--- config.mk ---
export PLATFORM = sky130hd
export DESIGN_NAME = channel_trigger_unit
export DESIGN_NICKNAME = d
export VERILOG_FILES = /design/src/hdl/trig_pkg.sv /design/src/hdl/level_detector.sv /design/src/hdl/channel_trigger_unit.sv
export SDC_FILE = /design/constraint.sdc
export NUM_CORES = 2
export LEC_CHECK = 0
export ABC_CLOCK_PERIOD_IN_PS = 7390
export CORE_MARGIN = 2
export CORE_UTILIZATION = 35
export CTS_CLUSTER_DIAMETER = 60
export DETAILED_ROUTE_END_ITERATION = 8
export DONT_BUFFER_PORTS = 1
export PLACE_DENSITY_LB_ADDON = 0.05
export SYNTH_ARGS = -nofsm -noshare
export SYNTH_HDL_FRONTEND = slang
export SYNTH_SLANG_ARGS = --single-unit
--- constraint.sdc ---
create_clock -name sys_clk -period 7.39 [get_ports sys_clk]
set_input_delay 1.8475 -clock sys_clk [delete_from_list [all_inputs] [get_ports sys_clk]]
set_output_delay 1.8475 -clock sys_clk [all_outputs]
set_load 0.005 [all_outputs]
--- src/hdl/trig_pkg.sv ---
/*
 * Shared constants and types of the channel trigger unit: the register map,
 * field positions, reset values, trigger modes and the channel setup record.
 * Assumes a single sys_clk domain and a 32-bit AXI4-Lite register bus.
 */
package trig_pkg;

	// ---------------------------------------------------------------
	// Sizes
	// ---------------------------------------------------------------
	localparam int NUM_CHANNELS = 4;
	localparam int SAMPLE_W     = 16;
	localparam int HIST_DEPTH   = 3;
	localparam int ADDR_W       = 8;
	localparam int DATA_W       = 32;

	// ---------------------------------------------------------------
	// Register map (byte addresses)
	// ---------------------------------------------------------------
	localparam logic [ADDR_W-1:0] CTRL_OFFSET    = 8'h00;
	localparam logic [ADDR_W-1:0] STATUS_OFFSET  = 8'h04;
	localparam logic [ADDR_W-1:0] MASK_OFFSET    = 8'h08;
	localparam logic [ADDR_W-1:0] COUNT_OFFSET   = 8'h0c;
	localparam logic [ADDR_W-1:0] CHAN_BASE      = 8'h10;
	localparam logic [ADDR_W-1:0] CHAN_STRIDE    = 8'h10;
	localparam logic [3:0]        CH_CFG_WORD    = 4'h0;
	localparam logic [3:0]        CH_PLEVEL_WORD = 4'h4;
	localparam logic [3:0]        CH_SLEVEL_WORD = 4'h8;
	localparam logic [3:0]        CH_HYST_WORD   = 4'hc;

	// ---------------------------------------------------------------
	// Fields
	// ---------------------------------------------------------------
	localparam int CTRL_START_BIT = 0;
	localparam int CFG_MODE_LSB   = 0;
	localparam int CFG_DIR_BIT    = 2;
	localparam int CFG_SLOPE_LSB  = 4;
	localparam int HYST_S_LSB     = 16;
	localparam int REC_STATUS_BIT = NUM_CHANNELS;

	localparam logic [1:0] RESP_OKAY   = 2'b00;
	localparam logic [1:0] RESP_SLVERR = 2'b10;

	// ---------------------------------------------------------------
	// Types
	// ---------------------------------------------------------------
	typedef enum logic [1:0] {
		TRIG_OFF   = 2'b00,
		TRIG_BASIC = 2'b01,
		TRIG_DUAL  = 2'b10
	} trig_mode_type;

	typedef struct packed {
		trig_mode_type        mode;
		logic                 dir_neg;
		logic [1:0]           slope_sel;
		logic [SAMPLE_W-1:0]  level_p;
		logic [SAMPLE_W-1:0]  level_s;
		logic [SAMPLE_W-1:0]  hyst_p;
		logic [SAMPLE_W-1:0]  hyst_s;
	} chan_cfg_type;

	localparam chan_cfg_type CHAN_CFG_RESET = '{
		mode: TRIG_OFF, dir_neg: 1'b0, slope_sel: 2'h0,
		level_p: 16'h0000, level_s: 16'h0000, hyst_p: 16'h0000, hyst_s: 16'h0000
	};

endpackage

--- src/hdl/level_detector.sv ---
/*
 * Single-level crossing detector with hysteresis for one channel.
 * Assumes value is presented with sample_valid on sys_clk and that the
 * surrounding logic drives clear for one cycle on restart or reconfiguration.
 */
module level_detector
	import trig_pkg::*;
(
	input  wire logic                       sys_clk,
	input  wire logic                       rstn,
	input  wire logic                       enable,
	input  wire logic                       clear,
	input  wire logic                       sample_valid,
	input  wire logic signed [SAMPLE_W-1:0] value,
	input  wire logic signed [SAMPLE_W-1:0] level,
	input  wire logic        [SAMPLE_W-1:0] hyst,
	input  wire logic                       dir_neg,
	output logic                            trig
);

	// ---------------------------------------------------------------
	// Comparisons
	// ---------------------------------------------------------------
	typedef enum logic {
		WAIT_ARM = 1'b0,
		ARMED    = 1'b1
	} det_state_type;

	det_state_type            state_reg;
	logic signed [17:0]       value_x;
	logic signed [17:0]       level_x;
	logic signed [17:0]       hyst_x;
	logic signed [17:0]       arm_low;
	logic signed [17:0]       arm_high;
	logic                     arm_hit;
	logic                     cross_hit;

	// Two extra bits keep level plus or minus band from wrapping.
	assign value_x  = {{2{value[SAMPLE_W-1]}}, value};
	assign level_x  = {{2{level[SAMPLE_W-1]}}, level};
	assign hyst_x   = {2'b00, hyst};
	assign arm_low  = level_x - hyst_x;
	assign arm_high = level_x + hyst_x;

	// Equal to the level is neither side: arming and firing both need strict inequality.
	assign arm_hit   = dir_neg ? (value_x > arm_high) : (value_x < arm_low);
	assign cross_hit = dir_neg ? (value_x < level_x) : (value_x > level_x);

	// ---------------------------------------------------------------
	// Crossing state
	// ---------------------------------------------------------------
	always_ff @(posedge sys_clk or negedge rstn) begin
		if (!rstn) begin
			state_reg <= WAIT_ARM;
			trig      <= 1'b0;
		end else begin
			trig <= 1'b0;
			if (clear || !enable) begin
				state_reg <= WAIT_ARM;
			end else if (sample_valid) begin
				case (state_reg)
					WAIT_ARM: begin
						if (arm_hit) begin
							state_reg <= ARMED;
						end
					end
					ARMED: begin
						if (cross_hit) begin
							trig      <= 1'b1;
							state_reg <= WAIT_ARM;
						end
					end
					default: begin
						state_reg <= WAIT_ARM;
					end
				endcase
			end
		end
	end

endmodule

--- src/hdl/channel_trigger_unit.sv ---
/*
 * Recorder trigger unit: per-channel slope ALU and dual level detectors,
 * recorder trigger combine, sticky status with interrupt, AXI4-Lite slave.
 * Assumes samples arrive already in the sys_clk domain with a valid strobe.
 */
// Decided for this implementation: the AXI4-Lite slave port and the address map.

// What this block does
// Recorder trigger is the OR of all channel triggers.
// Each channel is off, basic single-level, or dual-level.
// Each processed sample is compared larger or smaller against a level.
// Delay registers let the ALU subtract older samples, giving slope detection.
// Trigger only on a crossing in the chosen direction, never the opposite.
// Reaching the level is no trigger; a real side change is needed.
// Trigger on the first sample beyond the level, not before it.
// A sample equal to the level never triggers.
// Signal already beyond the level at start gives no trigger.
// Re-arm only after leaving the hysteresis band.
// Dual detection uses two single-level detectors, primary and secondary.
// Basic mode uses only the primary, with selectable level and direction.
// Both levels accept any value of the input range.
// In dual mode either detector triggers the channel.
// Outward slopes trigger when leaving the range above or below.
// Inverted slopes trigger when re-entering the range.
// In dual mode the secondary direction is the primary's opposite.
// In dual mode the primary hysteresis applies to both detectors.
// Triggers are one-cycle pulses; start or reconfiguration clears detectors.
module channel_trigger_unit
	import trig_pkg::*;
(
	input  wire logic                                   sys_clk,
	input  wire logic                                   rstn,
	input  wire logic                                   sample_valid,
	input  wire logic [NUM_CHANNELS-1:0][SAMPLE_W-1:0]  sample_data,
	output logic                                        recorder_trig,
	output logic [NUM_CHANNELS-1:0]                     channel_trig,
	output logic                                        irq,
	input  wire logic [ADDR_W-1:0]                      s_axi_awaddr,
	input  wire logic [2:0]                             s_axi_awprot,
	input  wire logic                                   s_axi_awvalid,
	output logic                                        s_axi_awready,
	input  wire logic [DATA_W-1:0]                      s_axi_wdata,
	input  wire logic [3:0]                             s_axi_wstrb,
	input  wire logic                                   s_axi_wvalid,
	output logic                                        s_axi_wready,
	output logic [1:0]                                  s_axi_bresp,
	output logic                                        s_axi_bvalid,
	input  wire logic                                   s_axi_bready,
	input  wire logic [ADDR_W-1:0]                      s_axi_araddr,
	input  wire logic [2:0]                             s_axi_arprot,
	input  wire logic                                   s_axi_arvalid,
	output logic                                        s_axi_arready,
	output logic [DATA_W-1:0]                           s_axi_rdata,
	output logic [1:0]                                  s_axi_rresp,
	output logic                                        s_axi_rvalid,
	input  wire logic                                   s_axi_rready
);

	// ---------------------------------------------------------------
	// Declarations
	// ---------------------------------------------------------------
	localparam logic [ADDR_W-1:0] CHAN_END = ADDR_W'(CHAN_BASE + NUM_CHANNELS * CHAN_STRIDE);
	chan_cfg_type [NUM_CHANNELS-1:0]    cfg_reg;
	logic [NUM_CHANNELS-1:0]            cfg_changed_reg;
	logic                               start_reg;
	logic [NUM_CHANNELS:0]              status_reg;
	logic [NUM_CHANNELS:0]              status_next;
	logic [NUM_CHANNELS:0]              mask_reg;
	logic [DATA_W-1:0]                  count_reg;
	logic [NUM_CHANNELS-1:0]            chan_hit;
	logic                               aw_held_reg;
	logic                               w_held_reg;
	logic [ADDR_W-1:0]                  waddr_reg;
	logic [DATA_W-1:0]                  wdata_reg;
	logic [3:0]                         wstrb_reg;
	logic                               do_write;
	logic                               wr_ctrl;
	logic                               wr_status;
	logic                               wr_mask;
	logic                               wr_chan;
	logic [1:0]                         wr_chan_idx;
	logic [3:0]                         wr_word;
	logic [DATA_W-1:0]                  rd_value;
	logic                               rd_ok;

	function automatic logic [DATA_W-1:0] merge(input logic [DATA_W-1:0] old_v,
		input logic [DATA_W-1:0] new_v, input logic [3:0] strb);
		logic [DATA_W-1:0] res;
		res = old_v;
		for (int b = 0; b < 4; b++) begin
			if (strb[b]) begin
				res[b*8 +: 8] = new_v[b*8 +: 8];
			end
		end
		return res;
	endfunction
	function automatic logic [SAMPLE_W-1:0] sat(input logic [SAMPLE_W:0] d);
		logic [SAMPLE_W-1:0] res;
		res = d[SAMPLE_W-1:0];
		if (d[SAMPLE_W] != d[SAMPLE_W-1]) begin
			res = d[SAMPLE_W] ? {1'b1, {(SAMPLE_W-1){1'b0}}} : {1'b0, {(SAMPLE_W-1){1'b1}}};
		end
		return res;
	endfunction

	// ---------------------------------------------------------------
	// Channel datapath
	// ---------------------------------------------------------------
	generate
		for (genvar c = 0; c < NUM_CHANNELS; c++) begin : g_chan
			logic [HIST_DEPTH-1:0][SAMPLE_W-1:0] hist_reg;
			logic [SAMPLE_W-1:0]                 alu_value;
			logic [SAMPLE_W-1:0]                 older;
			logic                                det_clear;
			logic                                dual;
			logic                                en_p;
			logic                                en_s;
			logic                                dir_s;
			logic [SAMPLE_W-1:0]                 hyst_s_used;
			logic                                trig_p;
			logic                                trig_s;
			always_ff @(posedge sys_clk or negedge rstn) begin
				if (!rstn) begin
					hist_reg <= '0;
				end else if (sample_valid) begin
					hist_reg[0] <= sample_data[c];
					for (int k = 1; k < HIST_DEPTH; k++) begin
						hist_reg[k] <= hist_reg[k-1];
					end
				end
			end

			assign older     = hist_reg[cfg_reg[c].slope_sel - 2'd1];
			assign alu_value = (cfg_reg[c].slope_sel == 2'h0) ? sample_data[c] :
				sat({sample_data[c][SAMPLE_W-1], sample_data[c]} -
					{older[SAMPLE_W-1], older});
			assign det_clear   = start_reg | cfg_changed_reg[c];
			assign dual        = (cfg_reg[c].mode == TRIG_DUAL);
			assign en_p        = (cfg_reg[c].mode == TRIG_BASIC) || dual;
			assign en_s        = dual;
			assign dir_s       = ~cfg_reg[c].dir_neg;
			// The separate secondary band is kept for other uses but ignored in dual mode.
			assign hyst_s_used = dual ? cfg_reg[c].hyst_p : cfg_reg[c].hyst_s;

			level_detector u_primary (
				.sys_clk      (sys_clk),
				.rstn         (rstn),
				.enable       (en_p),
				.clear        (det_clear),
				.sample_valid (sample_valid),
				.value        (alu_value),
				.level        (cfg_reg[c].level_p),
				.hyst         (cfg_reg[c].hyst_p),
				.dir_neg      (cfg_reg[c].dir_neg),
				.trig         (trig_p)
			);

			level_detector u_secondary (
				.sys_clk      (sys_clk),
				.rstn         (rstn),
				.enable       (en_s),
				.clear        (det_clear),
				.sample_valid (sample_valid),
				.value        (alu_value),
				.level        (cfg_reg[c].level_s),
				.hyst         (hyst_s_used),
				.dir_neg      (dir_s),
				.trig         (trig_s)
			);

			// Upper level rising plus lower falling leaves the range; inverted, enters it.
			assign chan_hit[c] = trig_p | (trig_s & en_s);
		end
	endgenerate

	// ---------------------------------------------------------------
	// Trigger outputs and event status
	// ---------------------------------------------------------------
	always_ff @(posedge sys_clk or negedge rstn) begin
		if (!rstn) begin
			channel_trig  <= '0;
			recorder_trig <= 1'b0;
		end else begin
			channel_trig  <= chan_hit;
			recorder_trig <= |chan_hit;
		end
	end

	// Hardware set wins over a same-cycle write-one clear.
	always_comb begin
		status_next = status_reg;
		if (wr_status) begin
			status_next = status_reg & ~wdata_reg[NUM_CHANNELS:0];
		end
		status_next = status_next | {recorder_trig, channel_trig};
	end

	always_ff @(posedge sys_clk or negedge rstn) begin
		if (!rstn) begin
			status_reg <= '0;
			irq        <= 1'b0;
		end else begin
			status_reg <= status_next;
			irq        <= |(status_next & mask_reg);
		end
	end

	always_ff @(posedge sys_clk or negedge rstn) begin
		if (!rstn) begin
			count_reg <= '0;
		end else if (start_reg) begin
			count_reg <= '0;
		end else if (recorder_trig) begin
			count_reg <= count_reg + 32'h0000_0001;
		end
	end

	// ---------------------------------------------------------------
	// Write decode
	// ---------------------------------------------------------------
	assign do_write    = aw_held_reg && w_held_reg && !s_axi_bvalid;
	assign wr_ctrl     = do_write && (waddr_reg[ADDR_W-1:2] == CTRL_OFFSET[ADDR_W-1:2]);
	assign wr_status   = do_write && (waddr_reg[ADDR_W-1:2] == STATUS_OFFSET[ADDR_W-1:2]);
	assign wr_mask     = do_write && (waddr_reg[ADDR_W-1:2] == MASK_OFFSET[ADDR_W-1:2]);
	assign wr_chan     = do_write && (waddr_reg >= CHAN_BASE) && (waddr_reg < CHAN_END);
	assign wr_chan_idx = 2'(waddr_reg[ADDR_W-1:4] - CHAN_BASE[ADDR_W-1:4]);
	assign wr_word     = {waddr_reg[3:2], 2'b00};

	always_ff @(posedge sys_clk or negedge rstn) begin
		if (!rstn) begin
			start_reg <= 1'b0;
			mask_reg  <= '0;
		end else begin
			start_reg <= wr_ctrl && wstrb_reg[0] && wdata_reg[CTRL_START_BIT];
			if (wr_mask) begin
				mask_reg <= (NUM_CHANNELS+1)'(merge(
					{{(DATA_W-NUM_CHANNELS-1){1'b0}}, mask_reg}, wdata_reg, wstrb_reg));
			end
		end
	end

	// Any channel register write restarts that channel's detectors.
	always_ff @(posedge sys_clk or negedge rstn) begin
		if (!rstn) begin
			cfg_reg         <= {NUM_CHANNELS{CHAN_CFG_RESET}};
			cfg_changed_reg <= '0;
		end else begin
			cfg_changed_reg <= '0;
			if (wr_chan) begin
				cfg_changed_reg[wr_chan_idx] <= 1'b1;
				case (wr_word)
					CH_CFG_WORD: begin
						if (wstrb_reg[0]) begin
							cfg_reg[wr_chan_idx].mode <=
								trig_mode_type'(wdata_reg[CFG_MODE_LSB +: 2]);
							cfg_reg[wr_chan_idx].dir_neg   <= wdata_reg[CFG_DIR_BIT];
							cfg_reg[wr_chan_idx].slope_sel <= wdata_reg[CFG_SLOPE_LSB +: 2];
						end
					end
					CH_PLEVEL_WORD: begin
						cfg_reg[wr_chan_idx].level_p <= SAMPLE_W'(merge({16'h0000,
							cfg_reg[wr_chan_idx].level_p}, wdata_reg, wstrb_reg));
					end
					CH_SLEVEL_WORD: begin
						cfg_reg[wr_chan_idx].level_s <= SAMPLE_W'(merge({16'h0000,
							cfg_reg[wr_chan_idx].level_s}, wdata_reg, wstrb_reg));
					end
					CH_HYST_WORD: begin
						{cfg_reg[wr_chan_idx].hyst_s, cfg_reg[wr_chan_idx].hyst_p} <=
							merge({cfg_reg[wr_chan_idx].hyst_s, cfg_reg[wr_chan_idx].hyst_p},
							wdata_reg, wstrb_reg);
					end
					default: ;
				endcase
			end
		end
	end

	// ---------------------------------------------------------------
	// AXI4-Lite write channels
	// ---------------------------------------------------------------
	always_ff @(posedge sys_clk or negedge rstn) begin
		if (!rstn) begin
			aw_held_reg   <= 1'b0;
			w_held_reg    <= 1'b0;
			waddr_reg     <= '0;
			wdata_reg     <= '0;
			wstrb_reg     <= '0;
			s_axi_awready <= 1'b0;
			s_axi_wready  <= 1'b0;
			s_axi_bvalid  <= 1'b0;
			s_axi_bresp   <= RESP_OKAY;
		end else begin
			s_axi_awready <= !aw_held_reg && !(s_axi_awvalid && s_axi_awready) && !s_axi_bvalid;
			s_axi_wready  <= !w_held_reg && !(s_axi_wvalid && s_axi_wready) && !s_axi_bvalid;
			if (s_axi_awvalid && s_axi_awready) begin
				aw_held_reg <= 1'b1;
				waddr_reg   <= s_axi_awaddr;
			end
			if (s_axi_wvalid && s_axi_wready) begin
				w_held_reg <= 1'b1;
				wdata_reg  <= s_axi_wdata;
				wstrb_reg  <= s_axi_wstrb;
			end
			if (do_write) begin
				aw_held_reg   <= 1'b0;
				w_held_reg    <= 1'b0;
				s_axi_bvalid  <= 1'b1;
				s_axi_bresp   <= (wr_ctrl || wr_status || wr_mask || wr_chan) ?
					RESP_OKAY : RESP_SLVERR;
			end else if (s_axi_bvalid && s_axi_bready) begin
				s_axi_bvalid <= 1'b0;
			end
		end
	end

	// ---------------------------------------------------------------
	// AXI4-Lite read channels
	// ---------------------------------------------------------------
	always_comb begin
		logic [1:0] idx;
		idx      = 2'(s_axi_araddr[ADDR_W-1:4] - CHAN_BASE[ADDR_W-1:4]);
		rd_value = '0;
		rd_ok    = 1'b1;
		if (s_axi_araddr >= CHAN_BASE && s_axi_araddr < CHAN_END) begin
			case ({s_axi_araddr[3:2], 2'b00})
				CH_CFG_WORD: begin
					rd_value[CFG_MODE_LSB +: 2]  = cfg_reg[idx].mode;
					rd_value[CFG_DIR_BIT]        = cfg_reg[idx].dir_neg;
					rd_value[CFG_SLOPE_LSB +: 2] = cfg_reg[idx].slope_sel;
				end
				CH_PLEVEL_WORD: rd_value[SAMPLE_W-1:0] = cfg_reg[idx].level_p;
				CH_SLEVEL_WORD: rd_value[SAMPLE_W-1:0] = cfg_reg[idx].level_s;
				default:        rd_value = {cfg_reg[idx].hyst_s, cfg_reg[idx].hyst_p};
			endcase
		end else begin
			case ({s_axi_araddr[ADDR_W-1:2], 2'b00})
				CTRL_OFFSET:   rd_value = '0;
				STATUS_OFFSET: rd_value[NUM_CHANNELS:0] = status_reg;
				MASK_OFFSET:   rd_value[NUM_CHANNELS:0] = mask_reg;
				COUNT_OFFSET:  rd_value = count_reg;
				default:       rd_ok = 1'b0;
			endcase
		end
	end

	always_ff @(posedge sys_clk or negedge rstn) begin
		if (!rstn) begin
			s_axi_arready <= 1'b0;
			s_axi_rvalid  <= 1'b0;
			s_axi_rdata   <= '0;
			s_axi_rresp   <= RESP_OKAY;
		end else begin
			if (s_axi_arvalid && s_axi_arready) begin
				s_axi_arready <= 1'b0;
				s_axi_rvalid  <= 1'b1;
				s_axi_rdata   <= rd_value;
				s_axi_rresp   <= rd_ok ? RESP_OKAY : RESP_SLVERR;
			end else if (s_axi_rvalid && s_axi_rready) begin
				s_axi_rvalid  <= 1'b0;
				s_axi_arready <= 1'b1;
			end else if (!s_axi_rvalid) begin
				s_axi_arready <= 1'b1;
			end
		end
	end

endmodule

==> impl_metrics.csv <==
group,metric,value,unit
layout,layout-drive-gt1-share,0.155,
synthesis,synth_top_family_by_area,"adder cells",
synthesis,synth-simple-area-share,0.119,
grt,grt_antenna_before_repair,20,
synthesis,yosysSeqAreaShare,0.283,
worst_setup_path,worst_r2r_endpoint,"g_chan[0].u_primary.state_reg",
floorplan,die_h,401,um
grt,grt_max_degree,623,
worst_setup_path,setup.worst_path.end,"g_chan[0].u_primary.state_reg",
worst_setup_path,path_class,"flip-flop to flip-flop",
place,pre_cts_ws,-0.208,ns
run,drv_cap,0,
cts,cts.hold.buffers_added,0,
worst_setup_path,start_kind,"flip-flop",
route,wirelength,200000,um
synthesis,netlist_area,55100,um^2
route,ant_nets,0,
synthesis,synth_compound_area_frac,0.167,
sta,fin_crit,6.86,ns
synthesis,synth_area_leaders,"dfrtp_1, ha_1, mux2_2",
cts,clockBufferDepth,3,
worst_hold_path,min_path_type,"flip-flop to flip-flop",
layout,areaGrowthSynthToFinish,12.0,%
grt,grt_pass1_wl,295000,um
sta,worstMarginPinSlew,2.21,ns
route,vias_per_cell,5.43,
sta,drv_slew,448,
worst_setup_path,cp.arrival,7.47,ns
synthesis,ys_async_sr_fraction,1.00,
worst_hold_path,hold_depth,1,
outcome,outcome,"finished with violations",
worst_setup_path,crit_slowest_cell,"dfrtp_2",
worst_setup_path,required,8.00,ns
synthesis,synth-edff-count,0,
place,dp_hpwl,157000,um
cts,htreeDepth,3,
route,drtIter0Drc,3219,
synthesis,synth_xor_area_frac,0.0482,
floorplan,core,156000,um^2
place,port_buffers,0,
route,wl_per_cell,24.6,um
worst_setup_path,cp_num_cells,33,
synthesis,synth_largest_type_area_fraction,0.283,
cts,cts.sinks,622,
worst_setup_path,path_delay_family,"compound AO/OA/AOI/OAI gates",
cts,tritoncts,"yes",
sta,relSlewSlack,-0.471,
sta,min_period_over_period,0.928,
floorplan,rows,145,
floorplan,start_util,0.352,
sta,max_freq,0.146,GHz
cts,clk_latency,0.74,ns
sta,hold_viol,0,
synthesis,synth_area_per_cell,9.27,um^2
floorplan,die_w,401,um
synthesis,synth_top_flop_cell,"dfrtp_1",
synthesis,synthMuxAreaShare,0.155,
worst_setup_path,worst-path-buf-inv,3,
grt,grt_overflow,0,
route,firstDrtPassIters,5,
floorplan,io_pins,177,
synthesis,yosysTopAreaCell,"dfrtp_1",
route,via_count,44219,
cts,path_clk_slew,0.06,ns
outcome,violations,"slew limit",
synthesis,synth_common_cells,"ha_1, dfrtp_1, o21ai_0",
worst_setup_path,reg2reg_depth,33,
synthesis,synth_fa_ha_area_frac,0.178,
worst_setup_path,r2r_slack,0.53,ns
synthesis,synth_most_common_cell,"ha_1",
synthesis,synth-seq-cells,622,
synthesis,synth_cell_types,94,
synthesis,yosysWarnings,0,
worst_setup_path,cp_max_fo,10,
floorplan,die_area,160000,um^2
sta,finalSetupViolations,0,
route,drcViolationCount,0,
sta,finClkSkew,0.0522,ns
grt,grt_pass1_vias,43412,
sta,finalWorstSetupSlack,0.530,ns
layout,fin_nets,6901,
cts,cts_buffers,91,
worst_setup_path,slowest_delay,0.47,ns
place,gp_congestion,0.889,
cts,cts_root_buf,"clkbuf_16",
worst_setup_path,end_kind,"flip-flop",
grt,grt_usage,0.246,
synthesis,syn_inst,5938,
[cell families (layout without fill, tap and decap cells)]
kind of cell               count (synthesis)  count (layout)
and+or+nand+nor                         1401            1401
other                                      1               8
muxes                                    634             634
DFF                                      622             622
xor gates and xnor gates                 303             303
AOI/OAI and AO/OA                       1481            1481
buffers and inverters                    722             858
adders and majority gates                774             774
[metrics by stage]
step | std cells | hold slack, ns | TNS, ns | util | cell area (um^2)
final | 8139 | 0.487 | 0 | 0.395 | 61700
after global routing | 8134 | 0.493 | -0.0182 | 0.395 | 61700
after CTS | 8130 | 0.490 | 0 | 0.394 | 61500
after detailed placement | 7968 | 0.481 | -1.25 | 0.374 | 58500
after global placement | 7968 | 0.481 | -1.10 | 0.374 | 58500
after floorplan | 5939 | 0.416 | -0.135 | - | 55100
[worst min-delay path by stage]
stage | slack [ns] | to | from
after floorplan | 0.42 | channel_trig[1] | g_chan[1].u_primary.trig
after global placement | 0.48 | s_axi_wready | w_held_reg
after detailed placement | 0.48 | s_axi_wready | s_axi_bvalid
after CTS | 0.49 | s_axi_wready | s_axi_bvalid
after global routing | 0.49 | s_axi_wready | s_axi_bvalid
final | 0.49 | s_axi_wready | s_axi_bvalid
[repair_timing]
item / 4_1_cts / 5_1_grt
setup endpoints to repair: 0 / 16
gates resized for setup: 0 / 45
setup buffers: 0 / 3
[cells in the final DEF (no fill, tap or decap), types with 31 or more instances in the layout]
cell,n
nor2b_1,100
o21bai_1,60
clkbuf_16,92
a211oi_1,51
nand4_1,72
a21o_1,141
a31oi_1,39
a21oi_1,349
ha_1,741
xor2_1,67
o21a_1,62
inv_1,459
o21ai_0,490
o211ai_1,31
nand2b_1,66
nor2_1,365
buf_4,224
mux4_2,138
nor3_1,83
mux2_2,353
mux2i_1,143
dfrtp_1,618
xnor2_1,236
a22oi_1,31
or3_1,31
nand3_1,86
nand2_1,462
and3_1,31
[per-layer routing]
metal | GRT usage | up-vias | routed length [um]
li1 | - | 21490 | -
met1 | 0.341 | 21670 | 93300
met2 | 0.396 | 853 | 91100
met3 | 0.0404 | 196 | 10300
met4 | 0.0622 | 10 | 5140
met5 | 0 | - | 64
[layout make-up]
type	instances	area, um^2
Antenna cell	6	15.0
Clock buffer	124	2540
Clock inverter	38	500
Fill cell	15611	94500
Inverter	467	1750
Multi-Input combinational cell	4595	37000
Sequential cell	622	15600
Tap cell	2058	2570
Timing Repair Buffer	229	1760
Power is not shown: default switching activity piles up to over one toggle a cycle in this logic, so the estimate is an artifact.
